[config.mk]
export PLATFORM = sky130hd
export DESIGN_NAME = receive_agc_control
export DESIGN_NICKNAME = d
export VERILOG_FILES = /design/src/rtl/agc_pkg.sv /design/src/rtl/magnitude_averager.sv /design/src/rtl/carrier_sense_detect.sv /design/src/rtl/receive_agc_control.sv
export SDC_FILE = /design/constraint.sdc
export NUM_CORES = 1
export LEC_CHECK = 0
export BUFFER_PORTS_ARGS = -buffer_cell sky130_fd_sc_hd__buf_2
export CAP_MARGIN = 20
export CORE_MARGIN = 2
export CORE_UTILIZATION = 25
export DETAILED_ROUTE_END_ITERATION = 8
export PLACE_DENSITY = 0.41
export SLEW_MARGIN = 15
export SYNTH_ARGS = -nofsm -noshare
export SYNTH_HDL_FRONTEND = slang
export SYNTH_SLANG_ARGS = --single-unit
[constraint.sdc]
create_clock -name clk_sys -period 4.79 [get_ports clk_sys]
set_clock_uncertainty 0.15 [all_clocks]
set_input_delay 1.437 -clock clk_sys [delete_from_list [all_inputs] [get_ports clk_sys]]
set_output_delay 1.437 -clock clk_sys [all_outputs]
set_load 0.02 [all_outputs]
[src/rtl/agc_pkg.sv]
/*
  Shared definitions for the receive gain control block: register offsets,
  field layouts, reset values, threshold steps and second amplifier gains.
  Assumes magnitudes and levels are expressed in 1.5 dB units.
*/
package agc_pkg;

  localparam logic [6:0] ADDR_GAIN_CONTROL_CONFIG          = 7'h12;
  localparam logic [6:0] ADDR_GAIN_DECREASE_AND_INITIAL    = 7'h13;
  localparam logic [6:0] ADDR_GAIN_INCREASE_AND_REFERENCE  = 7'h14;

  localparam int         MAG_W       = 8;
  localparam int         SUM_W       = 12;
  localparam int         GAIN_W      = 5;

  typedef struct packed {
    logic       second_amp_low_bound;
    logic       second_amp_high_bound;
    logic [1:0] second_amp_switch_point;
    logic       auto_gain_off;
    logic       auto_gain_two_sample_confirm;
    logic [1:0] magnitude_average_length;
  } gain_control_config_t;

  typedef struct packed {
    logic [2:0] decrease_margin;
    logic [4:0] initial_gain;
  } gain_decrease_and_initial_t;

  typedef struct packed {
    logic [2:0] increase_offset;
    logic [4:0] sense_reference;
  } gain_increase_and_reference_t;

  localparam gain_control_config_t         CONFIG_RESET   = 8'h75;
  localparam gain_decrease_and_initial_t   DECREASE_RESET = 8'h38;
  localparam gain_increase_and_reference_t INCREASE_RESET = 8'h38;

  // Decrease margin starts 4.5 dB (three 1.5 dB steps) above the increase level
  localparam logic [MAG_W-1:0]  DECREASE_BASE_STEPS = 8'h03;
  localparam logic [GAIN_W-1:0] GAIN_MIN            = 5'h00;

  // Gain settings at which the second amplifier switches, per switch-point code
  localparam logic [GAIN_W:0]   SWITCH_BELOW_MIN    = 6'h00;
  localparam logic [GAIN_W:0]   SWITCH_THIRD        = 6'h0A;
  localparam logic [GAIN_W:0]   SWITCH_TWO_THIRDS   = 6'h13;
  localparam logic [GAIN_W:0]   SWITCH_ABOVE_MAX    = 6'h20;

  typedef enum logic [1:0] {
    AMP_MIN     = 2'h0,
    AMP_MED     = 2'h1,
    AMP_MAX     = 2'h2,
    AMP_MED_MAX = 2'h3
  } second_amp_gain_t;

  typedef struct packed {
    logic             valid;
    logic [MAG_W-1:0] level;
  } strength_t;

endpackage

[src/rtl/magnitude_averager.sv]
/*
  Averages filter output magnitudes over 2, 4, 8 or 16 samples and emits
  one averaged strength per completed window.
  Assumes samples arrive on clk_sys with a one-cycle valid strobe.
*/
`timescale 1ns/1ps
module magnitude_averager (
  input  wire logic                     clk_sys,
  input  wire logic                     reset,
  input  wire logic [1:0]               average_length,
  input  wire logic                     sample_valid,
  input  wire logic [agc_pkg::MAG_W-1:0] sample_mag,
  output agc_pkg::strength_t            strength
);

  logic [3:0]               count;
  logic [agc_pkg::SUM_W-1:0] sum;
  logic [agc_pkg::SUM_W-1:0] next_sum;
  logic [3:0]               last_index;

  // Window of 2 to the power (code + 1) samples
  assign last_index = 4'((5'h02 << average_length) - 5'h01);
  assign next_sum   = sum + agc_pkg::SUM_W'(sample_mag);

  always_ff @(posedge clk_sys or posedge reset) begin
    if (reset) begin
      count          <= 4'h0;
      sum            <= '0;
      strength       <= '0;
    end else begin
      strength.valid <= 1'b0;
      if (sample_valid) begin
        if (count >= last_index) begin
          count          <= 4'h0;
          sum            <= '0;
          strength.valid <= 1'b1;
          // Shift widened so the 16-sample code does not wrap to zero
          strength.level <= agc_pkg::MAG_W'(next_sum >> ({1'b0, average_length} + 3'h1));
        end else begin
          count <= count + 4'h1;
          sum   <= next_sum;
        end
      end
    end
  end

endmodule

[src/rtl/carrier_sense_detect.sv]
/*
  Carrier sense qualifier: sets after a programmed run of strengths at or
  above the reference and clears after one or two strengths below it.
  Assumes one strength per averaging window on clk_sys.
*/
`timescale 1ns/1ps
module carrier_sense_detect (
  input  wire logic                      clk_sys,
  input  wire logic                      reset,
  input  wire logic [1:0]                set_count,
  input  wire logic                      release_two,
  input  wire logic [4:0]                reference,
  input  wire agc_pkg::strength_t        strength,
  output logic                           carrier_sense
);

  logic [1:0] above_run;
  logic       below_run;
  logic       at_or_above;

  assign at_or_above = strength.level >= agc_pkg::MAG_W'(reference);

  always_ff @(posedge clk_sys or posedge reset) begin
    if (reset) begin
      above_run     <= 2'h0;
      below_run     <= 1'b0;
      carrier_sense <= 1'b0;
    end else if (strength.valid) begin
      if (at_or_above) begin
        below_run <= 1'b0;
        if (above_run >= set_count) begin
          carrier_sense <= 1'b1;
        end else begin
          above_run <= above_run + 2'h1;
        end
      end else begin
        above_run <= 2'h0;
        if (below_run || !release_two) begin
          carrier_sense <= 1'b0;
          below_run     <= 1'b0;
        end else begin
          below_run <= 1'b1;
        end
      end
    end
  end

endmodule

[src/rtl/receive_agc_control.sv]
/*
  Receive automatic gain control: configuration registers, averaged
  magnitude, gain stepping with optional two-sample confirmation, second
  amplifier gain selection and carrier sense.
  Assumes a register write/read port and samples on the filter clock clk_sys.
*/
`timescale 1ns/1ps
// Behaviour
// - The switch-point code puts the second amplifier change below minimum, near gain 10, near 19 or above maximum.
// - With low bound 1 and high bound 0 the switch-point code fixes the second amplifier gain instead.
// - With auto gain off the gain follows the initial gain setting, otherwise control runs.
// - Without confirmation a step is applied at once, with it two evaluations in a row must agree.
// - The averaging code selects 2, 4, 8 or 16 samples per averaged strength.
// - Gain drops when strength exceeds reference plus increase offset plus a 4.5 to 15 dB margin.
// - The initial gain, reset 24, loads at receive power-on and caps automatic gain.
// - Below its cap, gain rises when strength falls below reference plus a 0 to 10.5 dB offset.
// - The sense reference, reset 24, is shared by carrier sense and gain thresholds.
// - Carrier sense sets after one to four averaged strengths at or above reference and clears after one or two below.
// - The bound bits pick minimum or medium as low and medium or maximum as high second amplifier gain.
module receive_agc_control (
  input  wire logic                      clk_sys,
  input  wire logic                      reset,
  input  wire logic                      cfg_write,
  input  wire logic [6:0]                cfg_addr,
  input  wire logic [7:0]                cfg_wdata,
  output logic      [7:0]                cfg_rdata,
  input  wire logic [1:0]                sense_set_count,
  input  wire logic                      sense_release_two,
  input  wire logic                      rx_on,
  input  wire logic                      sample_valid,
  input  wire logic [agc_pkg::MAG_W-1:0] sample_mag,
  output logic      [4:0]                gain,
  output agc_pkg::second_amp_gain_t      second_amp_gain,
  output logic                           carrier_sense,
  output agc_pkg::strength_t             strength
);

  agc_pkg::gain_control_config_t         config_reg;
  agc_pkg::gain_decrease_and_initial_t   decrease_reg;
  agc_pkg::gain_increase_and_reference_t increase_reg;

  agc_pkg::strength_t          average;
  logic                        rx_on_last;
  logic                        want_up;
  logic                        want_down;
  logic                        pending_up;
  logic                        pending_down;
  logic [agc_pkg::MAG_W-1:0]   up_level;
  logic [agc_pkg::MAG_W-1:0]   down_level;
  logic [agc_pkg::GAIN_W:0]    switch_at;
  agc_pkg::second_amp_gain_t   next_second_amp_gain;
  logic [4:0]                  next_gain;

  always_ff @(posedge clk_sys or posedge reset) begin
    if (reset) begin
      config_reg   <= agc_pkg::CONFIG_RESET;
      decrease_reg <= agc_pkg::DECREASE_RESET;
      increase_reg <= agc_pkg::INCREASE_RESET;
    end else if (cfg_write) begin
      unique case (cfg_addr)
        agc_pkg::ADDR_GAIN_CONTROL_CONFIG:         config_reg   <= cfg_wdata;
        agc_pkg::ADDR_GAIN_DECREASE_AND_INITIAL:   decrease_reg <= cfg_wdata;
        agc_pkg::ADDR_GAIN_INCREASE_AND_REFERENCE: increase_reg <= cfg_wdata;
        default: ;
      endcase
    end
  end

  // Unmapped addresses read zero
  always_ff @(posedge clk_sys or posedge reset) begin
    if (reset) begin
      cfg_rdata <= 8'h00;
    end else begin
      unique case (cfg_addr)
        agc_pkg::ADDR_GAIN_CONTROL_CONFIG:         cfg_rdata <= config_reg;
        agc_pkg::ADDR_GAIN_DECREASE_AND_INITIAL:   cfg_rdata <= decrease_reg;
        agc_pkg::ADDR_GAIN_INCREASE_AND_REFERENCE: cfg_rdata <= increase_reg;
        default:                                   cfg_rdata <= 8'h00;
      endcase
    end
  end

  magnitude_averager averager (
    .clk_sys        (clk_sys),
    .reset          (reset),
    .average_length (config_reg.magnitude_average_length),
    .sample_valid   (sample_valid),
    .sample_mag     (sample_mag),
    .strength       (average)
  );

  carrier_sense_detect sense (
    .clk_sys       (clk_sys),
    .reset         (reset),
    .set_count     (sense_set_count),
    .release_two   (sense_release_two),
    .reference     (increase_reg.sense_reference),
    .strength      (average),
    .carrier_sense (carrier_sense)
  );

  always_ff @(posedge clk_sys or posedge reset) begin
    if (reset) begin
      strength <= '0;
    end else begin
      strength <= average;
    end
  end

  assign up_level   = agc_pkg::MAG_W'(increase_reg.sense_reference)
                    + agc_pkg::MAG_W'(increase_reg.increase_offset);
  assign down_level = up_level + agc_pkg::DECREASE_BASE_STEPS
                    + agc_pkg::MAG_W'(decrease_reg.decrease_margin);

  assign want_up   = average.level < up_level && gain < decrease_reg.initial_gain;
  assign want_down = average.level > down_level && gain > agc_pkg::GAIN_MIN;

  always_comb begin
    next_gain = gain;
    if (want_up) begin
      next_gain = gain + 5'h01;
    end else if (want_down) begin
      next_gain = gain - 5'h01;
    end
  end

  always_ff @(posedge clk_sys or posedge reset) begin
    if (reset) begin
      rx_on_last <= 1'b0;
    end else begin
      rx_on_last <= rx_on;
    end
  end

  // Direction remembered across windows for the confirmation step
  always_ff @(posedge clk_sys or posedge reset) begin
    if (reset) begin
      pending_up   <= 1'b0;
      pending_down <= 1'b0;
    end else if (config_reg.auto_gain_off || (rx_on && !rx_on_last)) begin
      pending_up   <= 1'b0;
      pending_down <= 1'b0;
    end else if (average.valid) begin
      pending_up   <= want_up;
      pending_down <= want_down;
    end
  end

  always_ff @(posedge clk_sys or posedge reset) begin
    if (reset) begin
      gain <= agc_pkg::DECREASE_RESET.initial_gain;
    end else if (config_reg.auto_gain_off) begin
      gain <= decrease_reg.initial_gain;
    end else if (rx_on && !rx_on_last) begin
      gain <= decrease_reg.initial_gain;
    end else if (gain > decrease_reg.initial_gain) begin
      gain <= decrease_reg.initial_gain;
    end else if (average.valid && rx_on) begin
      if (!config_reg.auto_gain_two_sample_confirm
          || (want_up && pending_up) || (want_down && pending_down)) begin
        gain <= next_gain;
      end
    end
  end

  // switch point along the gain range
  always_comb begin
    unique case (config_reg.second_amp_switch_point)
      2'h0:    switch_at = agc_pkg::SWITCH_BELOW_MIN;
      2'h1:    switch_at = agc_pkg::SWITCH_THIRD;
      2'h2:    switch_at = agc_pkg::SWITCH_TWO_THIRDS;
      default: switch_at = agc_pkg::SWITCH_ABOVE_MAX;
    endcase
  end

  always_comb begin
    if (config_reg.second_amp_low_bound && !config_reg.second_amp_high_bound) begin
      unique case (config_reg.second_amp_switch_point)
        2'h0:    next_second_amp_gain = agc_pkg::AMP_MED_MAX;
        2'h1:    next_second_amp_gain = agc_pkg::AMP_MIN;
        2'h2:    next_second_amp_gain = agc_pkg::AMP_MED;
        default: next_second_amp_gain = agc_pkg::AMP_MAX;
      endcase
    // high bound at or above switch point
    end else if ({1'b0, gain} >= switch_at) begin
      next_second_amp_gain = config_reg.second_amp_high_bound ? agc_pkg::AMP_MAX
                                                              : agc_pkg::AMP_MED;
    end else begin
      next_second_amp_gain = config_reg.second_amp_low_bound ? agc_pkg::AMP_MED
                                                             : agc_pkg::AMP_MIN;
    end
  end

  always_ff @(posedge clk_sys or posedge reset) begin
    if (reset) begin
      second_amp_gain <= agc_pkg::AMP_MIN;
    end else begin
      second_amp_gain <= next_second_amp_gain;
    end
  end

endmodule

==> qor.tcl <==
set qor(synth.largest_area_cell) {sky130_fd_sc_hd__dfrtp_1}
set qor(max_flop_register) {averager.sum}
set qor(setup_viol_count_final) 0
set qor(drc_errors) 0
set qor(dr.pass1.iters) 5
set qor(number_of_global_route_vias_before_repair) 4103
set qor(grt_first_pass_wirelength_um) 21700
set qor(synth_flop_cell) {sky130_fd_sc_hd__dfrtp_1}
set qor(syn2layout_area_growth_pct) 21.3
set qor(post_place_setup_slack_ns) 0.0105
set qor(num_vias) 3984
set qor(critical_path_arrival_ns) 4.76
set qor(final_setup_margin_ns) 0.140
set qor(cp-end-kind) {register}
set qor(antenna_found_initial) 0
set qor(grt_total_ovfl) 0
set qor(postPlaceCellArea_sq_um) 5740
set qor(cellLeakagePower_nw) 2.90
set qor(routed.top_layer) {met4}
set qor(synthDistinctLibCells) 60
set qor(io_buffers) 55
set qor(post_route_cells_drive_above_1_share) 0.256
set qor(required_ns) 4.90
set qor(n_fill_cell) 2144
set qor(finalNetCount) 667
set qor(clockBufferDepth) 2
set qor(synth.net_count) 604
set qor(worst_setup_hold_path_clk_slew_ns) 0.06
set qor(share_of_synthesized_flip_flops_with_an_asynchronous_set_or_reset) 1.00
set qor(slew_headroom) 0.450
set qor(criticalPathCategory) {register to register}
set qor(number_of_flip_flops_in_the_largest_register) 12
set qor(insertedDiodeCount) 0
set qor(postSynthCellCount) 513
set qor(worst-slew-pin-transition_ns) 0.825
set qor(ys_warn_count) 0
set qor(cts_buffers) 9
set qor(worstHoldPathCells) 0
set qor(htree_levels) 3
set qor(routabilityCongestion) 0.787
set qor(slew_violations) 0
set qor(dpl.hpwl_um) 9930
set qor(fp.dieW_um) 147
set qor(routed-wl-met3_um) 382
set qor(grt_util_all_layers) 0.126
set qor(netlist.area_leader.share) 0.327
set qor(die_height_um) 147
set qor(met2_wirelength_from_detailed_routing_um) 6230
set qor(ir_drop_mv) 0.191
set qor(rsz0062_at_grt) {true}
set qor(synth.area.top_cells) {sky130_fd_sc_hd__dfrtp_1 (33%), sky130_fd_sc_hd__ha_1 (14%), sky130_fd_sc_hd__dfstp_2 (6.7%)}
set qor(wirelength_met1_um) 6250
set qor(fp_rows) 52
set qor(fmaxAchievable_mhz) 215
set qor(holdCritPathClass) {register to register}
set qor(drt-initial-drc-count) 170
set qor(design.core.area_sq_um) 20200
set qor(timing.final.hold_violations) 0
set qor(tritoncts) {done}
set qor(io_pins) 56
set qor(rr_worst_depth) 20
set qor(cts.root.buffer_cell) {sky130_fd_sc_hd__clkbuf_16}
set qor(antenna_left) 0
set qor(final_cell_area_sq_um) 6210
set qor(route.detailed.vias_per_inst) 4.68
set qor(initial_utilization) 0.254
set qor(final.min_clock_period_ns) 4.65
set qor(floorplan.die_area_sq_um) 21700
set qor(sum_of_internal_switching_and_leakage_power_w) 0.00340
set qor(power-per-cell-area_nw_per_um2) 547
set qor(min_period_over_period) 0.971
set qor(synth_sequential_area_ratio) 0.394
set qor(status) {finished clean}
set qor(start_kind) {register}
set qor(clock_latency_ns) 0.34
set qor(grt_max_degree) 35
set qor(clock_sink_count) 80
set qor(cell_area_after_technology_mapping_sq_um) 5120
set qor(worstPathMaxFanout) 4
set qor(route.final.wire_length_um) 13000
set qor(synth-edff-count) 0
set qor(yosys_register_bits) 80
set qor(fin_util) 0.308
set qor(max_cap_viol_count) 0
set qor(top_regs) {averager.sum: 12 flops, averager.strength: 9 flops, strength: 9 flops}
set qor(routed_wire_length_per_instance_um) 15.3
set qor(syn_avg_cell_area_sq_um) 9.99
==> final timing paths <==
check,startpoint,endpoint,slack [ns]
min reg2reg,averager.strength[0],strength[0],0.30
min,averager.strength[0],strength[0],0.30
max reg2reg,increase_reg[5],gain[4],0.14
min in group asynchronous,reset,cfg_rdata[6],0.95
max in group asynchronous,reset,gain[3],2.93
max,increase_reg[5],gain[4],0.14
==> logic make-up (layout without fill, tap and decap cells) <==
| family | count (synthesis) | count (layout) | synth area share |
|---|---|---|---|
| mux | 34 | 34 | 0.0755 |
| fa+ha+maj | 60 | 60 | 0.152 |
| simple gates | 120 | 120 | 0.119 |
| compound gates | 129 | 129 | 0.178 |
| buf+inv | 74 | 142 | 0.0542 |
| xor+xnor | 16 | 16 | 0.0274 |
| flops | 80 | 80 | 0.394 |
==> stage by stage <==
step	setup TNS, ns	instances	hold slack [ns]
2_1_floorplan	0	513	0.216
3_3_place_gp	0	829	0.299
3_5_place_dp	0	830	0.288
4_1_cts	0	847	0.309
5_1_grt	-0.130	851	0.339
6_report	0	851	0.297
==> critical path: stages (launching register included) <==
cell                        delay, ns
sky130_fd_sc_hd__dfstp_2         0.56
sky130_fd_sc_hd__ha_4            0.14
sky130_fd_sc_hd__inv_2           0.04
sky130_fd_sc_hd__fa_2            0.57
sky130_fd_sc_hd__ha_4            0.21
sky130_fd_sc_hd__inv_2           0.06
sky130_fd_sc_hd__ha_4            0.13
sky130_fd_sc_hd__inv_2           0.04
sky130_fd_sc_hd__fa_2            0.39
sky130_fd_sc_hd__inv_2           0.06
sky130_fd_sc_hd__a21oi_2         0.05
sky130_fd_sc_hd__nor2_2          0.11
sky130_fd_sc_hd__xor2_1          0.17
sky130_fd_sc_hd__ha_1            0.26
sky130_fd_sc_hd__nand4b_1        0.19
sky130_fd_sc_hd__nor2_4          0.06
sky130_fd_sc_hd__a32o_2          0.28
sky130_fd_sc_hd__o32ai_4         0.31
sky130_fd_sc_hd__o311ai_4        0.13
sky130_fd_sc_hd__or4b_4          0.57
sky130_fd_sc_hd__o2111ai_2       0.08
==> what timing repair did <==
item                                    4_1_cts  5_1_grt
gates resized for setup                       1       26
setup buffers                                 1        4
hold buffers                                  0        0
endpoints found under the setup margin        1        5
pin swaps                                     1       19
==> metal layers <==
layer / GRT usage / vias up
met1: 0.167 / 1947
li1: - / 1972
met5: 0 / -
met3: 0.0276 / 11
met2: 0.208 / 54
met4: 0.0370 / 0
==> cells in the mapped netlist (4+ instances only) <==
cell	instances
sky130_fd_sc_hd__xnor2_1	12
sky130_fd_sc_hd__a22o_1	5
sky130_fd_sc_hd__a222oi_1	8
sky130_fd_sc_hd__a211oi_1	5
sky130_fd_sc_hd__fa_1	4
sky130_fd_sc_hd__a21oi_1	33
sky130_fd_sc_hd__ha_1	56
sky130_fd_sc_hd__nand3_1	11
sky130_fd_sc_hd__inv_1	59
sky130_fd_sc_hd__mux2i_1	6
sky130_fd_sc_hd__dfstp_2	13
sky130_fd_sc_hd__o2bb2ai_1	5
sky130_fd_sc_hd__a21o_1	19
sky130_fd_sc_hd__o21ai_0	22
sky130_fd_sc_hd__mux2_2	27
sky130_fd_sc_hd__nor2_1	27
sky130_fd_sc_hd__or3_1	4
sky130_fd_sc_hd__nor2b_1	5
sky130_fd_sc_hd__nand2_1	31
sky130_fd_sc_hd__clkbuf_1	13
sky130_fd_sc_hd__nand2b_1	10
sky130_fd_sc_hd__dfrtp_1	67
sky130_fd_sc_hd__nor3_1	10
sky130_fd_sc_hd__xor2_1	4
==> cell type report <==
cell class                      instances  area, sq um  share of cell area
Multi-Input combinational cell        359         2940               0.473
Sequential cell                        80         2020               0.325
Timing Repair Buffer                   65          367              0.0590
Tap cell                              270          338              0.0544
Clock buffer                           11          243              0.0391
Inverter                               61          230              0.0371
Clock inverter                          5         80.1              0.0129
==> placed cells by master, fill, tap and decap left out, types with 19 or more instances in the layout <==
master	Yosys	final
sky130_fd_sc_hd__a21o_1	19	19
sky130_fd_sc_hd__a21oi_1	33	31
sky130_fd_sc_hd__buf_2	0	55
sky130_fd_sc_hd__dfrtp_1	67	67
sky130_fd_sc_hd__ha_1	56	53
sky130_fd_sc_hd__inv_1	59	54
sky130_fd_sc_hd__mux2_2	27	27
sky130_fd_sc_hd__nand2_1	31	31
sky130_fd_sc_hd__nor2_1	27	24
sky130_fd_sc_hd__o21ai_0	22	21
==> power breakdown <==
group / leakage [nW] / internal (W) / switching, W
registers: 1.00 / 0.000866 / 0.000188
clock network: 0.152 / 0.000470 / 0.000280
logic: 1.75 / 0.000677 / 0.000920
total: 2.90 / 0.00201 / 0.00139
No activity file was read; power rests on OpenSTA's default activity.
